==> src/rtl/port_pkg.sv <==
// Purpose: shared constants and types for the two-pin port block
// Assumes: byte-wide register port with low 16 address bits
// Notes: interrupt registers sit at offsets picked next to the port
package port_pkg;
	localparam logic [15:0] ADDR_DIRECTION = 16'hFFCD;
	localparam logic [15:0] ADDR_OUTPUT_DATA = 16'hFFCF;
	localparam logic [15:0] ADDR_IRQ_STATUS = 16'hFFE0;
	localparam logic [15:0] ADDR_IRQ_ENABLE = 16'hFFE1;
	localparam logic [15:0] ADDR_IRQ_CLEAR = 16'hFFE2;
	localparam logic [15:0] ADDR_MODE = 16'hFFE3;
	localparam logic [7:0] DIRECTION_RESET = 8'hE0;
	localparam logic [7:0] OUTPUT_DATA_RESET = 8'hE0;
	localparam logic [7:0] RESERVED_ONES = 8'hE0;
	localparam logic [7:0] ALL_ONES = 8'hFF;
	localparam logic [7:0] BYTE_ZERO = 8'h00;
	localparam logic [2:0] STORE_ONLY_MASK = 3'h7;
	localparam int PIN0 = 0;
	localparam int PIN1 = 1;
	localparam int STORE_LO = 2;
	localparam int STORE_HI = 4;
	localparam int RES_LO = 5;
	localparam int RES_HI = 7;
	localparam logic [2:0] MODE_RESET = 3'h7;
	localparam int MODE_W = 3;
	localparam logic [1:0] PIN_ZERO = 2'h0;
	typedef enum logic [2:0] {
		MODE_1 = 3'h1,
		MODE_3 = 3'h3,
		MODE_5 = 3'h5,
		MODE_6 = 3'h6,
		MODE_7 = 3'h7
	} op_mode_t;
	typedef struct packed {
		logic [15:0] addr;
		logic [7:0] wdata;
		logic write;
		logic read;
	} reg_req_t;
	typedef struct packed {
		logic [1:0] out;
		logic [1:0] oe;
	} pin_drive_t;
	// true when pin 1 may only be an input
	function automatic logic pin1_input_only(input logic [2:0] mode);
		pin1_input_only = (mode == MODE_1) || (mode == MODE_3) ||
			(mode == MODE_5);
	endfunction : pin1_input_only
endpackage : port_pkg

==> src/rtl/edge_events.sv <==
// Purpose: catches falling edges on the two request levels
// Assumes: inputs already synchronous to ref_clk
// Notes: requests are active low, so a falling edge is the event
`timescale 1ns/1ps
module edge_events
	import port_pkg::*;
(
	input wire logic ref_clk,
	input wire logic reset,
	input wire logic [1:0] level,
	output logic [1:0] fall
);
	logic [1:0] last;
	assign fall = last & ~level;
	always_ff @(posedge ref_clk or posedge reset) begin
		if (reset) begin
			last <= PIN_ZERO;
		end else begin
			last <= level;
		end
	end
endmodule : edge_events

==> src/rtl/two_bit_port_with_irq_inputs.sv <==
// Purpose: two-pin general purpose port whose pins feed two requests
// Assumes: pin inputs synchronous; hw_standby acts like reset on direction and data
// Notes: sw_standby only freezes the direction and data registers; pins keep driving
// Notes on behaviour
// RQ1 - write-only 8-bit direction register; one makes a pin output
// RQ2 - direction loads E0 on reset and hardware standby, holds in sw standby
// RQ3 - output pins keep driving their level during software standby
// RQ4 - output data register bits 1 and 0 drive output pins
// RQ5 - reading an output pin returns the stored data bit
// RQ6 - reading an input pin returns the sampled pin level, except pin 1 set output in modes 1, 3, 5 reads the stored bit
// RQ7 - data bits 7 to 5 ignore writes and read as one
// RQ8 - data bits 4 to 2 are storage, read when direction one, else one
// RQ9 - data register loads E0 on reset and hardware standby, holds in standby
// RQ10 - pin 0 is input or output and always feeds request 0
// RQ11 - pin 1 is input only in modes 1, 3, 5; setting it output illegal
// RQ12 - pin 1 is input or output in modes 6, 7; always feeds request 1
// RQ13 - direction bits 7 to 2 drive nothing; direction reads give ones
`timescale 1ns/1ps
module two_bit_port_with_irq_inputs
	import port_pkg::*;
(
	input wire logic ref_clk,
	input wire logic reset,
	input wire logic hw_standby,
	input wire logic sw_standby,
	input wire logic [15:0] reg_addr,
	input wire logic [7:0] reg_wdata,
	input wire logic reg_write,
	input wire logic reg_read,
	output logic [7:0] reg_rdata,
	input wire logic [1:0] pin_in,
	output logic [1:0] pin_out,
	output logic [1:0] pin_oe,
	output logic [1:0] external_interrupt_request,
	output logic irq
);
	reg_req_t req;
	pin_drive_t drive;
	logic [7:0] port_direction_select;
	logic [7:0] port_output_data;
	logic [1:0] irq_status;
	logic [1:0] irq_enable;
	logic [MODE_W-1:0] op_mode;
	logic [1:0] req_fall;
	logic [7:0] next_rdata;
	logic [7:0] data_view;
	logic [7:0] next_direction;
	logic [7:0] next_output_data;
	logic [1:0] next_status;
	logic [1:0] next_enable;
	logic [MODE_W-1:0] next_mode;
	logic [1:0] next_request;
	logic [1:0] pin_dir;
	logic [1:0] level;
	logic hit_dir, hit_data, hit_stat, hit_en, hit_clr, hit_mode;
	logic frozen;

	assign req = '{addr: reg_addr, wdata: reg_wdata, write: reg_write,
		read: reg_read};
	assign frozen = sw_standby;
	assign hit_dir = req.addr == ADDR_DIRECTION;
	assign hit_data = req.addr == ADDR_OUTPUT_DATA;
	assign hit_stat = req.addr == ADDR_IRQ_STATUS;
	assign hit_en = req.addr == ADDR_IRQ_ENABLE;
	assign hit_clr = req.addr == ADDR_IRQ_CLEAR;
	assign hit_mode = req.addr == ADDR_MODE;

	// only bits 1 and 0 reach pins; bits 4 to 2 steer the data read view, bits 7 to 5 are dead storage [RQ13]
	assign pin_dir[PIN0] = port_direction_select[PIN0]; // [RQ10]
	// the illegal pin 1 output setting is held off the pin to avoid
	// a fight with the bus driving it in those modes [RQ11]
	assign pin_dir[PIN1] = port_direction_select[PIN1] &
		~pin1_input_only(op_mode); // [RQ12]
	assign drive.oe = pin_dir; // [RQ1]
	assign drive.out = port_output_data[PIN1:PIN0] & pin_dir; // [RQ4]

	// both requests follow the pin level whatever the direction
	assign level[PIN0] = pin_dir[PIN0] ?
		port_output_data[PIN0] : pin_in[PIN0]; // [RQ10]
	assign level[PIN1] = pin_dir[PIN1] ?
		port_output_data[PIN1] : pin_in[PIN1]; // [RQ12]
	assign next_request = level;

	// read view of the data register
	assign data_view[RES_HI:RES_LO] = RESERVED_ONES[RES_HI:RES_LO]; // [RQ7]
	assign data_view[STORE_HI:STORE_LO] =
		port_output_data[STORE_HI:STORE_LO] |
		~port_direction_select[STORE_HI:STORE_LO]; // [RQ8]
	assign data_view[PIN1] = port_direction_select[PIN1] ?
		port_output_data[PIN1] : pin_in[PIN1]; // [RQ5] [RQ6]
	assign data_view[PIN0] = port_direction_select[PIN0] ?
		port_output_data[PIN0] : pin_in[PIN0]; // [RQ5] [RQ6]

	assign next_rdata = !req.read ? BYTE_ZERO :
		hit_dir ? ALL_ONES : // [RQ13]
		hit_data ? data_view :
		hit_stat ? {6'h00, irq_status} :
		hit_en ? {6'h00, irq_enable} :
		hit_mode ? {5'h00, op_mode} :
		BYTE_ZERO;

	// software standby holds the direction and output data registers [RQ2] [RQ9]
	assign next_direction = (req.write && hit_dir && !frozen) ?
		req.wdata : port_direction_select; // [RQ1]
	assign next_output_data = (req.write && hit_data && !frozen) ?
		{RESERVED_ONES[RES_HI:RES_LO],
		req.wdata[STORE_HI:STORE_LO] & STORE_ONLY_MASK,
		req.wdata[PIN1:PIN0]} :
		port_output_data; // [RQ7] [RQ8]
	// a new event wins over a clear in the same cycle
	assign next_status = (irq_status &
		~((req.write && hit_clr) ? req.wdata[PIN1:PIN0] : PIN_ZERO)) |
		req_fall;
	assign next_enable = (req.write && hit_en) ?
		req.wdata[PIN1:PIN0] : irq_enable;
	assign next_mode = (req.write && hit_mode) ?
		req.wdata[MODE_W-1:0] : op_mode;

	edge_events u_edges (
		.ref_clk(ref_clk),
		.reset(reset),
		.level(level),
		.fall(req_fall)
	);

	always_ff @(posedge ref_clk or posedge reset) begin
		if (reset) begin
			port_direction_select <= DIRECTION_RESET;
			port_output_data <= OUTPUT_DATA_RESET;
		end else if (hw_standby) begin
			port_direction_select <= DIRECTION_RESET; // [RQ2]
			port_output_data <= OUTPUT_DATA_RESET; // [RQ9]
		end else begin
			port_direction_select <= next_direction;
			port_output_data <= next_output_data;
		end
	end

	always_ff @(posedge ref_clk or posedge reset) begin
		if (reset) begin
			irq_status <= PIN_ZERO;
			irq_enable <= PIN_ZERO;
			op_mode <= MODE_RESET;
		end else begin
			irq_status <= next_status;
			irq_enable <= next_enable;
			op_mode <= next_mode;
		end
	end

	// pins stay driven in software standby since nothing here
	// looks at sw_standby on the drive path [RQ3]
	always_ff @(posedge ref_clk or posedge reset) begin
		if (reset) begin
			pin_out <= PIN_ZERO;
			pin_oe <= PIN_ZERO;
			reg_rdata <= BYTE_ZERO;
			external_interrupt_request <= PIN_ZERO;
			irq <= 1'b0;
		end else begin
			pin_out <= drive.out; // [RQ3] [RQ4]
			pin_oe <= drive.oe;
			reg_rdata <= next_rdata;
			external_interrupt_request <= next_request; // [RQ10] [RQ12]
			irq <= |(next_status & next_enable);
		end
	end
endmodule : two_bit_port_with_irq_inputs

==> config.mk <==
export PLATFORM = sky130hd
export DESIGN_NAME = two_bit_port_with_irq_inputs
export DESIGN_NICKNAME = d
export VERILOG_FILES = /design/src/rtl/port_pkg.sv /design/src/rtl/edge_events.sv /design/src/rtl/two_bit_port_with_irq_inputs.sv
export SDC_FILE = /design/constraint.sdc
export NUM_CORES = 1
export LEC_CHECK = 0
export BUFFER_PORTS_ARGS = -buffer_cell sky130_fd_sc_hd__clkbuf_2
export CELL_PAD_IN_SITES_DETAIL_PLACEMENT = 0
export CELL_PAD_IN_SITES_GLOBAL_PLACEMENT = 1
export CORE_ASPECT_RATIO = 0.6
export CORE_MARGIN = 2
export CORE_UTILIZATION = 41
export DETAILED_ROUTE_END_ITERATION = 7
export PLACE_DENSITY = 0.88
export SETUP_SLACK_MARGIN = 0.5
export SLEW_MARGIN = 40
export SYNTH_ARGS = -nofsm -noshare
export SYNTH_HDL_FRONTEND = slang
export SYNTH_SLANG_ARGS = --single-unit
==> constraint.sdc <==
create_clock -name ref_clk -period 4.6 [get_ports ref_clk]
set_input_delay 0.92 -clock ref_clk [delete_from_list [all_inputs] [get_ports ref_clk]]
set_output_delay 0.92 -clock ref_clk [all_outputs]
set_load 0.01 [all_outputs]
; After elaboration in Yosys (flattened, before gate mapping)
; Index checks and enable logic that the tools add are counted.
[word_totals]
regBits = 32
latchBits = 0
mem_bits_rw = 0
rom_bits = 0
in_bits = 32
output_inout_bits = 15
n_memories = 0
[classes]
add_sub_neg = 0
multipliers = 0
n_div = 0
n_lt_le_gt_ge = 0
eq_ne = 9
shift = 0
n_mux = 15
bitwise_logic = 11
n_reduce_logical = 13
[op_table]
columns = op, count
row1 = $eq A16 B16 Y1 const B, 6
row2 = $mux W8, 3
row3 = $mux W5, 4
row4 = $mux W3, 3
row5 = $and A2 B2 Y2, 4
row6 = $logic_and A1 B1 Y1, 7
row7 = $mux W2, 2
row8 = $not A2 Y2, 2
row9 = $reduce_bool A2 Y1, 2
row10 = $eq A3 B1 Y1 const B, 1
row11 = $eq A3 B2 Y1 const B, 1
row12 = $eq A3 B3 Y1 const B, 1
row13 = $mux W1, 3
row14 = $not A3 Y3, 1
row15 = $or A3 B3 Y3, 1
row16 = $logic_or A1 B1 Y1, 2
row17 = $or A2 B2 Y2, 1
row18 = $reduce_or A2 Y1, 1
row19 = $and A1 B1 Y1, 1
row20 = $logic_not A1 Y1, 1
row21 = $not A1 Y1, 1

; Longest topological paths before layout
; Gate-level depths: netlist of the first run.
[depth]
ltp_word = 11
mapped_depth = 7

; Cells and area by module
; Synthesis of the first run repeated with hierarchy kept, for this count alone.
[hier_totals]
cells_unflattened = 117
area_unflattened_um2 = 1476.4
[modules_own_cells]
columns = mod, n_inst, cells_per_inst, area_each_um2, seq_area_each_um2
row1 = two_bit_port_with_irq_inputs, 1, 112, 1395.1, 754.5
row2 = edge_events, 1, 5, 81.3, 50.0

; Worst setup path after synthesis of the first run
; No wires, ideal clock.
[synth_timing]
kind = input-to-reg
startpoint = input port reg_addr[2]
endpoint = register irq
arrival_time_ps = 2315
path_slack_ps = 2164
stages = 5
path_buffers = 0
path_cell_list = or3b_1 > nor4_1 > and4b_1 > mux2_2 > a22o_1
[synth_rtl]
columns = item, line
row1 = start: declaration, two_bit_port_with_irq_inputs.sv:26  ; input wire logic [15:0] reg_addr,
row2 = $eq A16 B16 Y1, two_bit_port_with_irq_inputs.sv:64  ; assign hit_en = req.addr == ADDR_IRQ_ENABLE;
row3 = $logic_and A1 B1 Y1, two_bit_port_with_irq_inputs.sv:114  ; assign next_enable = (req.write && hit_en) ?
row4 = $mux W2, two_bit_port_with_irq_inputs.sv:114
row5 = named net next_enable[0], two_bit_port_with_irq_inputs.sv:50  ; logic [1:0] next_enable;
row6 = $and A2 B2 Y2, two_bit_port_with_irq_inputs.sv:165  ; irq <= |(next_status & next_enable);
row7 = $reduce_or A2 Y1, two_bit_port_with_irq_inputs.sv:165
row8 = end signal: assignment, two_bit_port_with_irq_inputs.sv:165
row9 = end: declaration, two_bit_port_with_irq_inputs.sv:35  ; output logic irq
; The timed path passes the listed nets, and every way through them passes these cells.
; A chain may end at the register's enable or synchronous reset.

; Final worst setup path of the first run
; Same ends and word-level chain as after synthesis.

==> impl_metrics.toml, run 1 <==
[outcome]
outcome = "completed"

[cts]
cts_root_buffer = "clkbuf_8"
hold_buffers = 0
clk-insertion-delay-late_ns = 0.28
cts_made_buffers = 5
cts_tree = "yes"
cts_buffer_depth = 2
cts.sinks = 30
h-tree-depth = 2
path_clk_slew_ns = 0.06
cts_setup_buffers = 0
postCtsResizedCells = 0

[synth]
syn_area_sq_um = 1381
ys.flop_type = "dfrtp_1"
synth_top_cell_area_share_pct = 48.91
ys_seq_elements = 30
synth_cell_type_count = 34
synth_area_leader_cell = "dfrtp_1"
syn_nets = 146
syn_inst = 114
ys_warn_count = 0
yosys-top-cells-area = "dfrtp_1 49%, mux2i_1 9.4%, dfstp_2 5.7%"
synth_commonest_cells = "27 x dfrtp_1, 13 x mux2i_1, 12 x nor2_1"
synth_edf_count = 0
synth.most_common_cell = "dfrtp_1"
syn_avg_cell_area_sq_um = 12.12
async_flop_share_pct = 100.0
ys_seq_area_share_pct = 54.62

[critical_path]
reg2reg_setup_slack_ns = 2.92
max_stage_delay_ns = 0.42
ff2ff_path_depth = 5
worstPathCellList = "clkbuf_2 -> or3b_1 -> nor4_1 -> and4b_1 -> mux2_2 -> a22o_1"
required_ns = 4.77
crit_type = "in2reg"
crit_path_end_kind = "flop"
start_kind = "input port"
cp.arrival_ns = 2.59
crit_slowest_cell = "or3b_1"
crit_path_max_fanout = 2

[floorplanning]
fp.dieH_um = 48.96
fp.coreArea_sq_um = 3243
io_pins = 47
dieArea_sq_um = 3865
rows = 16
die_x_um = 78.94
initial_core_util_pct = 42.59

[power_and_ir_drop]
power_density_nw_per_um2 = 315.9
peakVddDrop_mv = 0.2046
power_frac_comb_pct = 6.5
p_clk_share_pct = 44.7
switching_power_mw = 0.1152
cell_internal_pwr_mw = 0.4295
p_leak_nw = 0.8490
seq_power_share_pct = 48.8
total_power_mw = 0.5447
switching_share_pct = 21.15

[sta]
fmax_mhz = 412.5
rsz0062_at_grt = "false"
slew_violations = 0
period_share_pct = 52.70
hold_violations = 0
slew_headroom_pct = 59.92
fin_tns_setup_ns = 0
hold_slack_ns = 0.4271
finClkSkew_ns = 0.002584
layout_min_cycle_time_ns = 2.424
setup_violations = 0
worst_slew_pin_slew_ns = 0.6003

[detailed_routing]
vias = 1017
wire_per_inst_um = 14.09
drc = 0
postRouteAntennaNets = 0
drt_iter0_drc = 29
avgViaCountPerCell = 4.985
dr.pass1.iters = 6
drt_wl_total_um = 2875

[layout]
regArea_sq_um = 754.5
finalNetCount = 190
insertedDiodeCount = 0
drive_gt1_share_pct = 41.51
syn_to_final_growth_pct = 24.82
multiInputGateArea_sq_um = 561.8
nFillCells = 305
stdcell_count = 204

[global_route]
antenna_found_initial = 0
grt_usage_pct = 16.84
overflow = 0
grt_max_degree = 31
grt_pass1_wl_um = 4809
grt_pass1_vias = 1010

[placed_design]
placed_cells = 196
hpwlAfterDp_um = 2183
place_congestion = 0.7020
port_buffers = 43

[hold_path]
holdPathStages = 0
hp-class = "reg2reg"

[flow_run]
drv_cap = 0
[final timing paths]
kind | startpoint | endpoint
worst max-delay path | reg_addr[2] | irq$_DFF_PP0_
worst min-delay path | port_direction_select[0]$_DFFE_PP0P_ | pin_oe[0]$_DFF_PP0_
worst max register to register | op_mode[0]$_DFFE_PP1P_ | irq$_DFF_PP0_
worst min register to register | port_direction_select[0]$_DFFE_PP0P_ | pin_oe[0]$_DFF_PP0_
max in group asynchronous | reset | port_output_data[0]$_DFFE_PP0P_
min in group asynchronous | reset | reg_rdata[2]$_DFF_PP0_
[metal layers]
metal	vias to the layer above	wire length, um	track usage, %
met5	-	0	0
li1	487	-	-
met2	33	1238	24.79
met4	0	44	7.759
met1	492	1389	22.30
met3	5	202	6.111
[critical path: cells and delay by family]
family	cells	cell delay, ns
muxes	1	0.37
AOI/OAI and AO/OA	1	0.22
and+or+nand+nor	3	0.98
buffers and inverters	1	0.10
[area by class of cell]
| class | count | share of cell area [%] |
|---|---|---|
| Clock buffer | 8 | 6.386 |
| Inverter | 7 | 1.524 |
| Multi-Input combinational cell | 71 | 32.58 |
| Sequential cell | 30 | 43.76 |
| Tap cell | 45 | 3.266 |
| Timing Repair Buffer | 43 | 12.48 |
[sequential cells by signal, summed over array words and instances (netlist names)]
signal and flops:
pin_oe 2, irq_enable 2, port_direction_select 5, irq_status 2, irq 1, reg_rdata 6, u_edges.last 2, pin_out 2
port_output_data 5, op_mode 3
[power by group through the flow]
stage | Combinational, mW | Clock [mW] | Sequential, mW
2_1_floorplan | 0.0157 | 0 | 0.271
3_3_place_gp | 0.0348 | 0 | 0.270
3_5_place_dp | 0.0361 | 0 | 0.270
4_1_cts | 0.0362 | 0.255 | 0.266
5_1_grt | 0.0393 | 0.266 | 0.266
6_report | 0.0355 | 0.244 | 0.266
[layout by cell type (no fill, tap or decap)]
| master | n |
|---|---|
| nand2_1 | 5 |
| clkbuf_8 | 8 |
| a21boi_0 | 2 |
| nor4_4 | 1 |
| nand3_1 | 5 |
| nand4_1 | 2 |
| mux2_2 | 5 |
| nand3_2 | 1 |
| a21oi_1 | 1 |
| and4b_1 | 1 |
| a31oi_1 | 2 |
| and2_1 | 1 |
| a22o_1 | 3 |
| inv_2 | 1 |
| nand4_4 | 1 |
| nand2b_1 | 1 |
| a22oi_1 | 2 |
| and4bb_1 | 1 |
| dfrtp_1 | 27 |
| dfstp_2 | 3 |
| clkbuf_2 | 43 |
| inv_1 | 6 |
| nor2_1 | 12 |
| mux2i_1 | 13 |
| o21ai_0 | 3 |
| nor4_1 | 1 |
| nor3b_4 | 1 |
| nand4b_4 | 1 |
| nand4b_1 | 1 |
| nor4_2 | 1 |
| or3b_1 | 1 |
| nor2b_1 | 3 |
[cells by family (layout without fill, tap and decap cells)]
| kind of cell | count (synthesis) | in the layout | synth area share [%] |
|---|---|---|---|
| flops | 30 | 30 | 54.62 |
| buf+inv | 13 | 58 | 4.709 |
| compound gates | 13 | 13 | 6.430 |
| simple gates | 40 | 40 | 20.74 |
| mux | 18 | 18 | 13.50 |
[stage by stage]
stage / utilization (%) / worst slack (ns) / cell area (sq um)
6_report: 53.16 / 2.176 / 1724
5_1_grt: 53.16 / 2.132 / 1724
4_1_cts: 53.16 / 2.195 / 1724
3_5_place_dp: 49.77 / 1.924 / 1614
2_1_floorplan: - / 2.164 / 1381
3_3_place_gp: 49.77 / 1.926 / 1614
Note: power is estimated with default switching activity, not from simulation.
==> inputs of run 2 (changes only) <==
Settings changed: ABC_AREA set to 1, CORE_UTILIZATION 41 to 33, PLACE_DENSITY 0.88 to 0.79.
Clock period 4.6 ns to 2.22 ns, I/O delays scaled along.
==> run 2 against run 1 <==
Power up 110%. Combinational power is 140% higher. Clock-buffer cell count stayed put. Sequential power is 110% higher. Worst hold slack got worse by 0.22 ns. Synthesized cell count increased by 63%. Global-route usage is 2.4 points lower. Critical path depth shrank 5. Clock skew up 0.0016 ns. Largest cell class unchanged.
==> impl_metrics.toml, run 2 <==
[synth]
synth_cell_type_count = 26
synth_top_family_by_area = "simple AND/OR/NAND/NOR gates"
synth_compound_area_share_pct = 4.870
synth_xor_xnor_area_share_pct = 0
synth.most_common_cell = "nand2_1"
syn_nets = 218
ys_seq_area_share_pct = 48.94
synth_area_leader_cell = "dfrtp_1"
ys_seq_elements = 30
syn_inst = 186
async_flop_share_pct = 100.0
synth_edf_count = 0
yosys-top-cells-area = "dfrtp_1 44%, nand2_1 16%, nand3_1 6.2%"
syn_avg_cell_area_sq_um = 8.288
ys_warn_count = 0
synth_top_cell_area_share_pct = 43.83
ys.flop_type = "dfrtp_1"
synth_mux_area_share_pct = 0.6494
synth_commonest_cells = "65 x nand2_1, 27 x dfrtp_1, 21 x inv_1"
synth_fa_ha_area_share_pct = 0
syn_area_sq_um = 1541
synthSimpleGateAreaFrac_pct = 37.09

[floorplanning]
fp.coreArea_sq_um = 4541
dieArea_sq_um = 5252
die_x_um = 92.24
fp.dieH_um = 56.94
initial_core_util_pct = 33.95
rows = 19
io_pins = 47

[sta]
layout_min_cycle_time_ns = 1.242
finClkSkew_ns = 0.004200
slew_headroom_pct = 73.59
fin_tns_setup_ns = 0
worst_slew_pin_slew_ns = 0.3946
rsz0062_at_grt = "false"
worst_slack_ns = 0.9781
slew_violations = 0
hold_slack_ns = 0.2069
fmax_mhz = 805.2
period_share_pct = 55.94
setup_violations = 0
hold_violations = 0

[detailed_routing]
dr.pass1.iters = 4
avgViaCountPerCell = 4.278
vias = 1279
drc = 0
drt_wl_total_um = 3377
postRouteAntennaNets = 0
drt_iter0_drc = 46
wire_per_inst_um = 11.29

[critical_path]
max_stage_delay_ns = 0.39
start_kind = "flop"
r2r-start = "op_mode[2]$_DFFE_PP1P_"
crit_path_end_kind = "output pin"
crit_type = "reg2out"
crit_slowest_cell = "dfrtp_1"
crit_path_max_fanout = 2
reg2reg_setup_slack_ns = 0.99
critPathTopFamily = "flip-flops"
path_buf_inv = 1
cp.arrival_ns = 0.80
r2r-end = "irq$_DFF_PP0_"
ff2ff_path_depth = 9
required_ns = 1.78
worstPathCellList = "clkbuf_2"

[outcome]
outcome = "completed"

[layout]
largest-register = "reg_rdata"
reg_top3 = "reg_rdata: 6 flops, port_direction_select: 5 flops, port_output_data: 5 flops"
final_common_cell = "nand2_1"
drive_gt1_share_pct = 32.63
finalNetCount = 267
largest_reg_flops = 6
syn_to_final_growth_pct = 25.73
nFillCells = 467
stdcell_area_sq_um = 1938
final_cell_mix = "65 x nand2_1, 43 x clkbuf_2, 27 x dfrtp_1"
insertedDiodeCount = 0

[power_and_ir_drop]
p_leak_nw = 1.066
peakVddDrop_mv = 0.2316
total_power_mw = 1.153
power_density_nw_per_um2 = 594.9

[global_route]
grt_pass1_vias = 1168
grt_usage_pct = 14.45
grt_max_degree = 31
grt_pass1_wl_um = 5699
overflow = 0
antenna_found_initial = 0

[placed_design]
place_congestion = 0.7613
port_buffers = 43
dpl_cell_area_sq_um = 1828
place_ws_ns = 0.7269
hpwlAfterDp_um = 2665

[cts]
cts_made_buffers = 5
h-tree-depth = 2
cts.sinks = 30
cts_buffer_depth = 2
hold_buffers = 0
path_clk_slew_ns = 0.06
postCtsResizedCells = 0
cts_root_buffer = "clkbuf_8"
cts_setup_buffers = 0
clk-insertion-delay-late_ns = 0.28
cts_tree = "yes"

[hold_path]
hp-class = "in2async"

[flow_run]
drv_cap = 0
==> run 2: changes by cell type in the layout (fill, tap and decap cells not counted), sizes merged, moves of 9 or more <==
cell	change
mux2i	-12
inv	+16
nor2	+9
nand3	+16
nand2	+64
==> run 2: logic make-up after synthesis <==
kind of cell | Yosys count
buffers and inverters | 28
muxes | 1
and+or+nand+nor | 115
DFF | 30
AOI/OAI and AO/OA | 12
==> run 2: worst max path at each step <==
| stage | startpoint | end | slack, ns | cells after the start |
|---|---|---|---|---|
| floorplan | reg_addr[9] | port_output_data[1]$_DFFE_PP0P_ | 0.92 | 9 |
| global placement | reg_addr[1] | irq$_DFF_PP0_ | 0.71 | 9 |
| detailed placement | reg_addr[9] | port_direction_select[1]$_DFFE_PP0P_ | 0.73 | 10 |
| CTS | u_edges.last[0]$_DFF_PP0_ | external_interrupt_request[0] | 0.97 | 1 |
| global route | op_mode[2]$_DFFE_PP1P_ | irq$_DFF_PP0_ | 0.85 | 9 |
| finish | u_edges.last[0]$_DFF_PP0_ | external_interrupt_request[0] | 0.98 | 1 |
==> run 2: report_power, final <==
| group | internal (mW) | total [mW] | switching, mW |
|---|---|---|---|
| combinational | 0.0300 | 0.0849 | 0.0549 |
| clock | 0.313 | 0.518 | 0.205 |
| sequential | 0.549 | 0.550 | 0.00109 |
==> run 2: area by class of cell <==
type | instances | area [sq um] | share of cell area [%]
Clock buffer | 8 | 110.1 | 5.681
Inverter | 26 | 115.1 | 5.939
Multi-Input combinational cell | 128 | 656.9 | 33.89
Sequential cell | 30 | 754.5 | 38.93
Tap cell | 63 | 78.83 | 4.067
Timing Repair Buffer | 44 | 222.7 | 11.49
==> run 2: per-stage QoR <==
step | cells | utilization [%]
final | 299 | 42.68
after global routing | 299 | 42.68
after CTS | 299 | 42.68
after detailed placement | 291 | 40.26
after global placement | 291 | 40.26
after floorplan | 186 | -
==> run 2: per-layer routing <==
metal  GRT usage (%)  up-vias  routed length [um]  share of wire (%)
met5               0        -                   0                  0
met4           6.397        0                  57                1.7
met3           5.020        8                 197                5.8
met2           16.07       33                1182                 35
met1           23.69      558                1940                 57
li1                -      680                   -                  -
